`config.mk`:
```
export PLATFORM = sky130hd
export DESIGN_NAME = pci_config_io_proxy
export DESIGN_NICKNAME = d
export VERILOG_FILES = /design/src/verilog/proxy_bus_seq.v /design/src/verilog/pci_config_io_proxy.v
export VERILOG_INCLUDE_DIRS = /design/src /design/src/verilog
export SDC_FILE = /design/constraint.sdc
export NUM_CORES = 1
export LEC_CHECK = 0
export BUFFER_PORTS_ARGS = -buffer_cell sky130_fd_sc_hd__buf_4
export CAP_MARGIN = 20
export CORE_ASPECT_RATIO = 0.5
export CORE_MARGIN = 5
export CORE_UTILIZATION = 56
export CTS_BUF_LIST = sky130_fd_sc_hd__clkbuf_4 sky130_fd_sc_hd__clkbuf_8 sky130_fd_sc_hd__clkbuf_16
export DETAILED_ROUTE_END_ITERATION = 8
export GPL_TIMING_DRIVEN = 1
export PLACE_DENSITY = 0.8
export SLEW_MARGIN = 25
export SYNTH_ARGS = -nofsm -noshare
export SYNTH_HDL_FRONTEND = slang
export SYNTH_SLANG_ARGS = --single-unit
```
`constraint.sdc`:
```
create_clock -name aclk -period 2.1 [get_ports aclk]
set_input_delay 0.21 -clock aclk [delete_from_list [all_inputs] [get_ports aclk]]
set_output_delay 0.21 -clock aclk [all_outputs]
set_load 0.01 [all_outputs]
```
`src/verilog/proxy_consts.vh`:
```
// constants for the configuration / io proxy register block
`ifndef PROXY_CONSTS_VH
`define PROXY_CONSTS_VH

// ----------------------------------------------------------------------
// register byte offsets
// ----------------------------------------------------------------------
`define OFS_PROXY_DATA 12'h000
`define OFS_PROXY_ADDRESS 12'h004
`define OFS_PROXY_COMMAND 12'h008
`define OFS_MASTER_SETTINGS 12'h00c
`define OFS_BUS_STATUS 12'h010

// ----------------------------------------------------------------------
// proxy command fields
// ----------------------------------------------------------------------
`define CMD_READY_BIT 31
`define CMD_BE_HI 7
`define CMD_BE_LO 4
`define CMD_TYPE_BIT 2
`define CMD_DIR_BIT 0
`define CMD_WRITE_MASK 32'h000000f5

// ----------------------------------------------------------------------
// master settings fields
// ----------------------------------------------------------------------
`define MS_CFG_FLUSH_BIT 10
`define MS_IO_FLUSH_BIT 9
`define MS_MEM_FLUSH_BIT 8
`define MS_RD_MULT_BIT 2
`define MS_RD_LINE_BIT 1
`define MS_WR_INV_BIT 0
`define MS_WRITE_MASK 32'h00000707
`define MS_RESET 32'h00000007

// ----------------------------------------------------------------------
// reset values and timing
// ----------------------------------------------------------------------
`define ADDR_RESET 32'h00000000
`define CMD_RESET 32'h80000000
`define BUS_TIMEOUT_NS 100000
`define CLK_PERIOD_NS 100
`define BUS_TIMEOUT_CYC (`BUS_TIMEOUT_NS / `CLK_PERIOD_NS)

`endif

```
`src/verilog/proxy_bus_seq.v`:
```
// sequencer that runs one proxied transaction on the bus side
`include "proxy_consts.vh"
`timescale 1ns/100ps
`default_nettype none

module proxy_bus_seq #(
  parameter TIMEOUT_CYC = `BUS_TIMEOUT_CYC
) (
  input wire aclk,
  input wire aresetn,
  input wire start,
  input wire flush,
  input wire is_read,
  input wire bus_done,
  input wire [31:0] bus_rdata,
  output reg bus_req,
  output reg capture,
  output reg [31:0] captured,
  output reg finished,
  output reg timed_out
);

  localparam S_IDLE = 3'b001;
  localparam S_BUSY = 3'b010;
  localparam S_DONE = 3'b100;

  reg [2:0] state_reg;
  reg [31:0] wait_reg;

  // ----------------------------------------------------------------------
  // request, wait for the bus, capture read data, then report finish
  // ----------------------------------------------------------------------
  always @(posedge aclk) begin
    if (!aresetn) begin
      state_reg <= S_IDLE;
      wait_reg <= 32'h00000000;
      bus_req <= 1'b0;
      capture <= 1'b0;
      captured <= 32'h00000000;
      finished <= 1'b0;
      timed_out <= 1'b0;
    end else begin
      capture <= 1'b0;
      finished <= 1'b0;
      case (state_reg)
        S_IDLE: begin
          timed_out <= 1'b0;
          if (start) begin
            state_reg <= S_BUSY;
            bus_req <= 1'b1;
            wait_reg <= 32'h00000000;
          end
        end
        S_BUSY: begin
          wait_reg <= wait_reg + 32'h00000001;
          // a flushed or stuck transaction still ends, so ready can return
          if (flush || bus_done || wait_reg >= TIMEOUT_CYC - 1) begin
            bus_req <= 1'b0;
            timed_out <= !bus_done && !flush;
            if (bus_done && is_read) begin
              captured <= bus_rdata;
              capture <= 1'b1;
            end
            state_reg <= S_DONE;
          end
        end
        S_DONE: begin
          // read data is already captured when finish is signalled
          finished <= 1'b1;
          state_reg <= S_IDLE;
        end
        default: state_reg <= S_IDLE;
      endcase
    end
  end

endmodule

`default_nettype wire

```
`src/verilog/pci_config_io_proxy.v`:
```
// register block that launches single configuration or io bus transactions
// What this block does
// - address word is 32-bit read/write, resets zero, gives bus address.
// - configuration accesses ignore the two lowest address bits.
// - writing the command register starts the transaction with held settings.
// - command bit 31 is read-only ready, reset one, one means accepting.
// - command bits 7..4 are read/write byte enables, reset zero.
// - command bit 2 selects configuration (0) or io (1).
// - command bit 0 selects write (0) or read (1).
// - settings: flush bits 10..8 reset 0, enables 2..0 reset 1.
// - with mastering off, flush bits discard config, io, memory work.
// - burst commands used only when their enable bit is set.
//
// Decided for this implementation: the placing of the registers and register access over AXI4-Lite.
`include "proxy_consts.vh"
`timescale 1ns/100ps
`default_nettype none

module pci_config_io_proxy #(
  parameter TIMEOUT_CYC = `BUS_TIMEOUT_CYC
) (
  input wire aclk,
  input wire aresetn,
  input wire [11:0] s_axi_awaddr,
  input wire s_axi_awvalid,
  output reg s_axi_awready,
  input wire [31:0] s_axi_wdata,
  input wire [3:0] s_axi_wstrb,
  input wire s_axi_wvalid,
  output reg s_axi_wready,
  output reg [1:0] s_axi_bresp,
  output reg s_axi_bvalid,
  input wire s_axi_bready,
  input wire [11:0] s_axi_araddr,
  input wire s_axi_arvalid,
  output reg s_axi_arready,
  output reg [31:0] s_axi_rdata,
  output reg [1:0] s_axi_rresp,
  output reg s_axi_rvalid,
  input wire s_axi_rready,
  input wire bus_master_enable,
  input wire bus_done,
  input wire [31:0] bus_rdata,
  input wire mem_pending,
  output reg bus_req,
  output reg [31:0] bus_addr,
  output reg [31:0] bus_wdata,
  output reg [3:0] bus_byte_en,
  output reg bus_is_io,
  output reg bus_is_read,
  output reg mem_flush,
  output reg allow_read_multiple,
  output reg allow_read_line,
  output reg allow_write_invalidate
);

  // ----------------------------------------------------------------------
  // registers
  // ----------------------------------------------------------------------
  reg [31:0] proxy_data_reg;
  reg [31:0] proxy_address_reg;
  reg [31:0] proxy_command_reg;
  reg [31:0] master_settings_reg;
  reg [11:0] awaddr_reg;
  reg [31:0] wdata_reg;
  reg [3:0] wstrb_reg;
  reg aw_held_reg;
  reg w_held_reg;
  reg start_reg;
  reg last_timeout_reg;
  reg [31:0] rdata_next;
  reg ok_next;
  wire seq_req;
  wire seq_capture;
  wire [31:0] seq_captured;
  wire seq_finished;
  wire seq_timed_out;
  wire mastering_sync;
  reg master_meta_reg;
  reg master_sync_reg;
  wire ready;
  wire do_write;
  wire flush_now;
  wire [31:0] settings_wdata;

  assign ready = proxy_command_reg[`CMD_READY_BIT];
  assign do_write = aw_held_reg && w_held_reg && !s_axi_bvalid;
  assign mastering_sync = master_sync_reg;
  // reserved settings bits never store, so they read back as zero
  assign settings_wdata = wdata_reg & `MS_WRITE_MASK;

  // ----------------------------------------------------------------------
  // mastering enable comes from another domain, two flops before use
  // ----------------------------------------------------------------------
  always @(posedge aclk) begin
    if (!aresetn) begin
      master_meta_reg <= 1'b0;
      master_sync_reg <= 1'b0;
    end else begin
      master_meta_reg <= bus_master_enable;
      master_sync_reg <= master_meta_reg;
    end
  end

  // flush applies to the kind of transaction in flight
  assign flush_now = !mastering_sync && (bus_is_io ?
    master_settings_reg[`MS_IO_FLUSH_BIT] : master_settings_reg[`MS_CFG_FLUSH_BIT]);

  // ----------------------------------------------------------------------
  // write channel: address and data accepted in either order
  // ----------------------------------------------------------------------
  always @(posedge aclk) begin
    if (!aresetn) begin
      aw_held_reg <= 1'b0;
      w_held_reg <= 1'b0;
      awaddr_reg <= 12'h000;
      wdata_reg <= 32'h00000000;
      wstrb_reg <= 4'h0;
      s_axi_awready <= 1'b0;
      s_axi_wready <= 1'b0;
      s_axi_bvalid <= 1'b0;
      s_axi_bresp <= 2'b00;
    end else begin
      s_axi_awready <= !aw_held_reg && !s_axi_awready && !s_axi_bvalid;
      s_axi_wready <= !w_held_reg && !s_axi_wready && !s_axi_bvalid;
      if (s_axi_awvalid && s_axi_awready) begin
        aw_held_reg <= 1'b1;
        awaddr_reg <= s_axi_awaddr;
        s_axi_awready <= 1'b0;
      end
      if (s_axi_wvalid && s_axi_wready) begin
        w_held_reg <= 1'b1;
        wdata_reg <= s_axi_wdata;
        wstrb_reg <= s_axi_wstrb;
        s_axi_wready <= 1'b0;
      end
      if (do_write) begin
        aw_held_reg <= 1'b0;
        w_held_reg <= 1'b0;
        s_axi_bvalid <= 1'b1;
        case (awaddr_reg)
          `OFS_PROXY_DATA, `OFS_PROXY_ADDRESS, `OFS_PROXY_COMMAND,
          `OFS_MASTER_SETTINGS, `OFS_BUS_STATUS: s_axi_bresp <= 2'b00;
          default: s_axi_bresp <= 2'b10;
        endcase
      end else if (s_axi_bvalid && s_axi_bready) begin
        s_axi_bvalid <= 1'b0;
      end
    end
  end

  // ----------------------------------------------------------------------
  // register updates; byte strobes honoured per lane, except command, written whole when lane 0 strobes
  // ----------------------------------------------------------------------
  always @(posedge aclk) begin : reg_update
    integer i;
    if (!aresetn) begin
      proxy_data_reg <= 32'h00000000;
      proxy_address_reg <= `ADDR_RESET;
      proxy_command_reg <= `CMD_RESET;
      master_settings_reg <= `MS_RESET;
      start_reg <= 1'b0;
    end else begin
      start_reg <= 1'b0;
      if (do_write) begin
        for (i = 0; i < 4; i = i + 1) begin
          if (wstrb_reg[i]) begin
            case (awaddr_reg)
              `OFS_PROXY_DATA: proxy_data_reg[i*8 +: 8] <= wdata_reg[i*8 +: 8];
              `OFS_PROXY_ADDRESS: proxy_address_reg[i*8 +: 8] <= wdata_reg[i*8 +: 8];
              `OFS_MASTER_SETTINGS: master_settings_reg[i*8 +: 8] <=
                settings_wdata[i*8 +: 8];
              default: ;
            endcase
          end
        end
        // a command written while busy is dropped; software polls first
        if (awaddr_reg == `OFS_PROXY_COMMAND && ready && wstrb_reg[0]) begin
          proxy_command_reg <= wdata_reg & `CMD_WRITE_MASK;
          start_reg <= 1'b1;
        end
      end
      if (start_reg)
        proxy_command_reg[`CMD_READY_BIT] <= 1'b0;
      else if (seq_finished)
        proxy_command_reg[`CMD_READY_BIT] <= 1'b1;
      if (seq_capture)
        proxy_data_reg <= seq_captured;
    end
  end

  // ----------------------------------------------------------------------
  // launch: settings latched toward the bus when the command lands
  // ----------------------------------------------------------------------
  always @(posedge aclk) begin
    if (!aresetn) begin
      bus_addr <= 32'h00000000;
      bus_wdata <= 32'h00000000;
      bus_byte_en <= 4'h0;
      bus_is_io <= 1'b0;
      bus_is_read <= 1'b0;
      bus_req <= 1'b0;
      last_timeout_reg <= 1'b0;
    end else begin
      // drop the request on the done edge, so the target sees one answer
      bus_req <= seq_req && !flush_now && !bus_done;
      if (start_reg) begin
        bus_is_io <= proxy_command_reg[`CMD_TYPE_BIT];
        bus_is_read <= proxy_command_reg[`CMD_DIR_BIT];
        bus_byte_en <= proxy_command_reg[`CMD_BE_HI:`CMD_BE_LO];
        bus_wdata <= proxy_data_reg;
        // io keeps low bits as software set them to match byte enables
        bus_addr <= proxy_command_reg[`CMD_TYPE_BIT] ? proxy_address_reg :
          {proxy_address_reg[31:2], 2'b00};
      end
      if (seq_finished)
        last_timeout_reg <= seq_timed_out;
    end
  end

  // ----------------------------------------------------------------------
  // memory master side controls
  // ----------------------------------------------------------------------
  always @(posedge aclk) begin
    if (!aresetn) begin
      mem_flush <= 1'b0;
      allow_read_multiple <= 1'b1;
      allow_read_line <= 1'b1;
      allow_write_invalidate <= 1'b1;
    end else begin
      mem_flush <= !mastering_sync && mem_pending &&
        master_settings_reg[`MS_MEM_FLUSH_BIT];
      allow_read_multiple <= master_settings_reg[`MS_RD_MULT_BIT];
      allow_read_line <= master_settings_reg[`MS_RD_LINE_BIT];
      allow_write_invalidate <= master_settings_reg[`MS_WR_INV_BIT];
    end
  end

  // ----------------------------------------------------------------------
  // read mux
  // ----------------------------------------------------------------------
  always @* begin
    rdata_next = 32'h00000000;
    ok_next = 1'b1;
    case (s_axi_araddr)
      `OFS_PROXY_DATA: rdata_next = proxy_data_reg;
      `OFS_PROXY_ADDRESS: rdata_next = proxy_address_reg;
      `OFS_PROXY_COMMAND: rdata_next = proxy_command_reg;
      `OFS_MASTER_SETTINGS: rdata_next = master_settings_reg;
      `OFS_BUS_STATUS: rdata_next = {29'h00000000, last_timeout_reg, mastering_sync, bus_req};
      default: ok_next = 1'b0;
    endcase
  end

  // ----------------------------------------------------------------------
  // read channel: one read at a time, answer one cycle after address
  // ----------------------------------------------------------------------
  always @(posedge aclk) begin
    if (!aresetn) begin
      s_axi_arready <= 1'b0;
      s_axi_rvalid <= 1'b0;
      s_axi_rdata <= 32'h00000000;
      s_axi_rresp <= 2'b00;
    end else begin
      s_axi_arready <= !s_axi_arready && !s_axi_rvalid;
      if (s_axi_arvalid && s_axi_arready) begin
        s_axi_arready <= 1'b0;
        s_axi_rvalid <= 1'b1;
        s_axi_rdata <= rdata_next;
        s_axi_rresp <= ok_next ? 2'b00 : 2'b10;
      end else if (s_axi_rvalid && s_axi_rready) begin
        s_axi_rvalid <= 1'b0;
      end
    end
  end

  // ----------------------------------------------------------------------
  // transaction sequencer
  // ----------------------------------------------------------------------
  proxy_bus_seq #(
    .TIMEOUT_CYC(TIMEOUT_CYC)
  ) u_seq (
    .aclk(aclk),
    .aresetn(aresetn),
    .start(start_reg),
    .flush(flush_now),
    .is_read(bus_is_read),
    .bus_done(bus_done),
    .bus_rdata(bus_rdata),
    .bus_req(seq_req),
    .capture(seq_capture),
    .captured(seq_captured),
    .finished(seq_finished),
    .timed_out(seq_timed_out)
  );

endmodule

`default_nettype wire

```
Word-level counts from Yosys, hierarchy flattened
Cells that the tools add are included. W data, S select, Z words.

Register bits: 318. Bits of input ports: 102. Output and inout bits: 116. Word-level logic and storage cells: 170.

$add $sub $neg: 1. Magnitude comparators: 1. Eq/ne operators: 13. Multiplexer cells: 37. Bitwise logic cells: 1. Reductions and logical operators: 71.

Operators with widths (number): $mux W32 (5); $pmux W32 S5 (1); $mux W8 (8); $pmux W32 S2 (1); $eq A12 B4 Y1 const B (4); $reduce_and A3 Y1 (13); $add A32 B1 Y32 const B (1); $ge A32 B10 Y1 const B (1); $eq A12 B3 Y1 const B (2); $eq A12 B5 Y1 const B (2); $logic_not A12 Y1 (2); $logic_and A1 B1 Y1 (21); $reduce_bool A2 Y1 (9); $mux W1 (14); $reduce_and A2 Y1 (6); $logic_not A1 Y1 (10); $reduce_or A5 Y1 (2); $reduce_or A2 Y1 (4); $mux W2 (3); $mux W3 (2); $pmux W3 S2 (1); $reduce_bool A3 Y1 (2); $pmux W1 S2 (2); $eq A3 B1 Y1 const B (1); other kinds (6) (7).

Depth between registers and ports, before layout
Depth in word-level cells: 7. Gate-level depth with buffers: 8. Gate-level depth less buffers: 6.

By module
A second synthesis with hierarchy kept.

Cells, all modules: 1476. Area, all modules: 12796.0 um2.

By module, submodules not included: pci_config_io_proxy (instances 1, cells an instance 1094, area an instance 9580.4 um2, seq. area each 4904.7 um2); proxy_bus_seq (instances 1, cells an instance 382, area an instance 3215.6 um2, seq. area each 1421.4 um2).

Worst setup path before layout
No wires, ideal clock.

Path type: flip-flop to flip-flop. From: register u_seq.wait_reg[0]. To: register u_seq.wait_reg[30]. Library setup time: 0.074 ns. Data arrival time: 1.734 ns. Data required time: 2.026 ns. Setup slack: 0.292 ns. Stages on the path, launching flop included: 8. Path buffers: 1. Clock period less this slack: 1.808 ns. Cell sequence: dfxtp_1 > ha_1 > and3_1 > and2_1 > clkbuf_1 > nand3_1 > or4_1 > a31oi_1.

Longest elaborated chain between the ends: 2.

RTL lines: start: declaration (line proxy_bus_seq.v:28) `reg [31:0] wait_reg;`; start signal: assignment (line proxy_bus_seq.v:55) `wait_reg <= wait_reg + 32'h00000001;`; $add A32 B1 Y32 (line proxy_bus_seq.v:55); $pmux W32 S2 (line proxy_bus_seq.v:45) `case (state_reg)`.

No other way between the ends. A chain may end at the register's enable or synchronous reset.

Worst setup path after layout
From: register awaddr_reg[0]. To: register proxy_address_reg[21].

Longest elaborated chain between the ends: 2.

RTL lines: start: declaration (line pci_config_io_proxy.v:64) `reg [11:0] awaddr_reg;`; start signal: assignment (line pci_config_io_proxy.v:128) `awaddr_reg <= s_axi_awaddr;`; $eq A12 B3 Y1 (line pci_config_io_proxy.v:168) `case (awaddr_reg)`; $reduce_and A3 Y1 (no line); end signal: assignment (line pci_config_io_proxy.v:159) `` proxy_address_reg <= `ADDR_RESET; ``; end signal: indexed assignment (line pci_config_io_proxy.v:170) `` `OFS_PROXY_ADDRESS: proxy_address_reg[i*8 +: 8] <= wdata_reg[i*8 +: 8]; ``; end: declaration (line pci_config_io_proxy.v:61) `reg [31:0] proxy_address_reg;`.

No other way between the ends.

==> results_tabular.tex <==
\begin{tabular}{lr}
\hline
Metric & Value \\
\hline
\multicolumn{2}{l}{\textbf{Status}} \\
Status & finished clean \\
\multicolumn{2}{l}{\textbf{Synthesis}} \\
Syn Inst Count & 1391 \\
Mapped Avg Cell Area & 8.94 µm² \\
Synth unique cells & 67 \\
Number of flops mapped to enable cells by yosys & 0 \\
Share of flip-flops with an asynchronous set or reset after synthesis & 0\% \\
Post-synthesis instance area & between 0.01 and 0.015 mm² \\
Synthesis Warnings & 0 \\
Primary flip-flop cell chosen by synthesis mapping & dfxtp\_1 \\
Part of the Yosys area used for sequential elements & $\sim$51\% \\
Synthesis-stage register bit count & about 320 \\
\multicolumn{2}{l}{\textbf{Routing}} \\
Routed length per instance & between 15 and 20 µm \\
Routed met1 length & 15.1 mm \\
Number of design-rule violations left by the first detailed-router iteration & 1124 \\
Post-route antenna net violation count & 0 \\
Total met3 wirelength after detailed routing & about 1.9 mm \\
First-pass iteration count of the detailed router & 8 \\
Vias & around 12000 \\
Avg Vias per Cell & between 5 and 6 \\
Met2 wire length & 18.7 mm \\
Residual DRC & 0 \\
Top routing layer in use & met4 \\
Detailed Route WL & about 37 mm \\
\multicolumn{2}{l}{\textbf{STA}} \\
Relative slew slack & 40.2\% \\
Final Skew & 0.0229 ns \\
Top achievable clock speed & roughly 0.5 GHz \\
Min Tclk post-route & $\sim$2 ns \\
Transition time at the pin with the least slew margin & roughly 0.9 ns \\
Setup total negative slack & 0 ns \\
Hold WS & between 0.04 and 0.05 ns \\
Share of the clock period used by the worst path after layout & about 95\% \\
Final setup vio count & 0 \\
Unrepaired setup endpoints after global routing & false \\
Slew Limit Fails & 0 \\
Final Hold Vio Count & 0 \\
\multicolumn{2}{l}{\textbf{Clock tree}} \\
Largest buffer count on any clock path & 3 \\
CTS Root Buffer Type & clkbuf\_16 \\
Sinks on the clock net & $\sim$320 \\
Post-CTS clock slew at the launch and capture registers of the worst setup and hold paths & 0.08 ns \\
Num CTS Buffers & 27 \\
Clock insertion delay at the later pin of the skew report & between 0.5 and 0.6 ns \\
Number of H-tree branching levels & 1 \\
CTS tree & built \\
\multicolumn{2}{l}{\textbf{Power}} \\
Final Power & 12200 µW \\
Pwr Density & about 750 mW/mm² \\
Peak supply drop & $\sim$0.55 mV \\
Leak Pwr & around 0.0061 µW \\
\multicolumn{2}{l}{\textbf{Floorplanning}} \\
Std cell rows & 38 \\
Die ar. & around 0.025 mm² \\
Floorplan Core Area & roughly 0.022 mm² \\
Horizontal die dimension & around 220 µm \\
Y dimension of the die & about 120 µm \\
Starting Density & approximately 57\% \\
Number of I/O pins & 218 \\
\multicolumn{2}{l}{\textbf{Critical path}} \\
Critical Path AT & roughly 2.4 ns \\
Largest stage delay on the critical path & 0.40 ns \\
Setup crit start kind & register \\
CP delay by family, top & simple AND/OR/NAND/NOR gates \\
Highest fanout seen on the critical path & 8 \\
Worst endpoint required time & 2.52 ns \\
Crit-path cells & nor3\_1 > nand4\_1 > nor2\_2 > buf\_4 > mux2i\_1 > nor2\_1 \\
Critical path class & reg -> reg \\
Element type at the critical path end & register \\
Worst Path Buf+Inv & 1 \\
Slowest CP cell & nand4\_1 \\
\multicolumn{2}{l}{\textbf{Placement}} \\
Number of I/O port buffers & 215 \\
Cell Count Post-Placement & between 1500 and 2000 \\
Global placer's final weighted congestion & between 0.8 and 0.9 \\
Detailed-placement wirelength estimate & around 24 mm \\
\multicolumn{2}{l}{\textbf{Global route}} \\
Vias in the first global route & $\sim$12000 \\
Initial antenna violation count & 1 \\
Congestion Overflow GR & 0 \\
Total routing resource utilization after global routing & between 20\% and 30\% \\
Pin count of the biggest net entering global routing & about 130 \\
Wire length of the first global-routing pass & 60.3 mm \\
\multicolumn{2}{l}{\textbf{Finish}} \\
Most frequent cells in the layout & dfxtp\_1, buf\_4, nand2\_1 \\
Non-Filler Instances & 1991 \\
P\&R area growth vs syn & 30.6\% \\
Number of fill cells in the layout & between 1500 and 2000 \\
Nets & about 1800 \\
Leading cell type in the layout, fill and taps excluded & dfxtp\_1 \\
Fraction of layout cells with a size suffix above 1 & 20.6\% \\
\multicolumn{2}{l}{\textbf{Hold path}} \\
Tightest Hold Check Type & in -> reg \\
\multicolumn{2}{l}{\textbf{Flow run}} \\
Max-capacitance violation count & 0 \\
\hline
\end{tabular}
[power by group]
part           switching, µW  internal (µW)
logic                    370            336
registers               54.7           6050
clock network           2340           3060
[metrics by stage]
step / utilization, % / instance area (µm²) / worst slack [ns]
4_1_cts: 74.5 / 16200 / 0.0768
3_5_place_dp: 66.1 / 14400 / 0.0148
5_1_grt: 74.6 / 16200 / 0.00457
6_report: 74.6 / 16200 / 0.0948
3_3_place_gp: 66.1 / 14400 / 0.210
2_1_floorplan: - / 12400 / 0.292
[worst register-to-register path, stage by stage (launching register included)]
cell	delay, ns
dfxtp_1	0.31
nor3_1	0.38
nand4_1	0.40
nor2_2	0.19
buf_4	0.23
mux2i_1	0.28
nor2_1	0.06
[path summary, 6_finish.rpt]
| check | startpoint | end | slack, ns | depth (start not counted) |
|---|---|---|---|---|
| worst max-delay path | awaddr_reg[0] | proxy_address_reg[21] | 0.09 | 6 |
| worst min-delay path | s_axi_araddr[1] | s_axi_rdata[2] | 0.05 | 4 |
| worst max register to register | awaddr_reg[0] | proxy_address_reg[21] | 0.09 | 6 |
| worst min register to register | master_meta_reg | master_sync_reg | 0.45 | 1 |
[cells by family (layout without fill, tap and decap cells)]
group           Yosys count  in the layout  synth area share [%]
compound gates          288            288                  12.6
xor+xnor                  2              2                 0.141
fa+ha+maj                 1              1                 0.101
buf+inv                  96            393                  3.18
flops                   316            316                  50.9
mux                     165            165                  13.5
other cells               1              4                0.0302
simple gates            522            522                  19.6
[repair_timing]
action | in CTS | in global routing
endpoints found under the setup margin | 0 | 9
setup buffers | 0 | 1
hold endpoints to repair | 86 | 0
gates resized for setup | 0 | 3
hold buffers | 87 | 0
[metal layers]
layer	vias to the layer above	track usage [%]
met5	-	0
met4	0	13.8
met3	138	4.97
met2	454	51.3
met1	5573	35.0
li1	5406	-
[Yosys cell counts, types with 4 or more instances]
cell type	number	area share, %
o21bai_1	5	0.30
nand4_1	12	0.60
a31oi_1	8	0.40
clkbuf_1	64	1.9
o2111ai_1	4	0.28
nand3_1	43	1.7
nand2_1	245	7.4
mux2_2	10	0.91
or2_2	4	0.20
o211ai_1	5	0.30
mux2i_1	154	12
nor3_1	13	0.52
o41ai_1	4	0.28
nand2b_1	12	0.60
and2_1	10	0.50
nand3b_1	5	0.30
and3_1	8	0.40
nor4_1	10	0.50
a22oi_1	7	0.42
dfxtp_1	316	51
o21ai_0	95	3.8
buf_2	9	0.36
nor2_1	123	3.7
buf_1	15	0.45
a21oi_1	145	5.8
[layout make-up]
type / count / area [µm²] / area share [%]
clock buffer: 30 / 704 / 4.34
antenna: 2 / 5.00 / 0.0308
tap: 300 / 375 / 2.31
sequential: 316 / 6330 / 39.0
inverter: 3 / 16.3 / 0.100
timing repair buffer: 340 / 2820 / 17.4
clock inverter: 20 / 248 / 1.53
multi-input combinational: 980 / 5740 / 35.4
No activity file was read; power rests on OpenSTA's default activity.
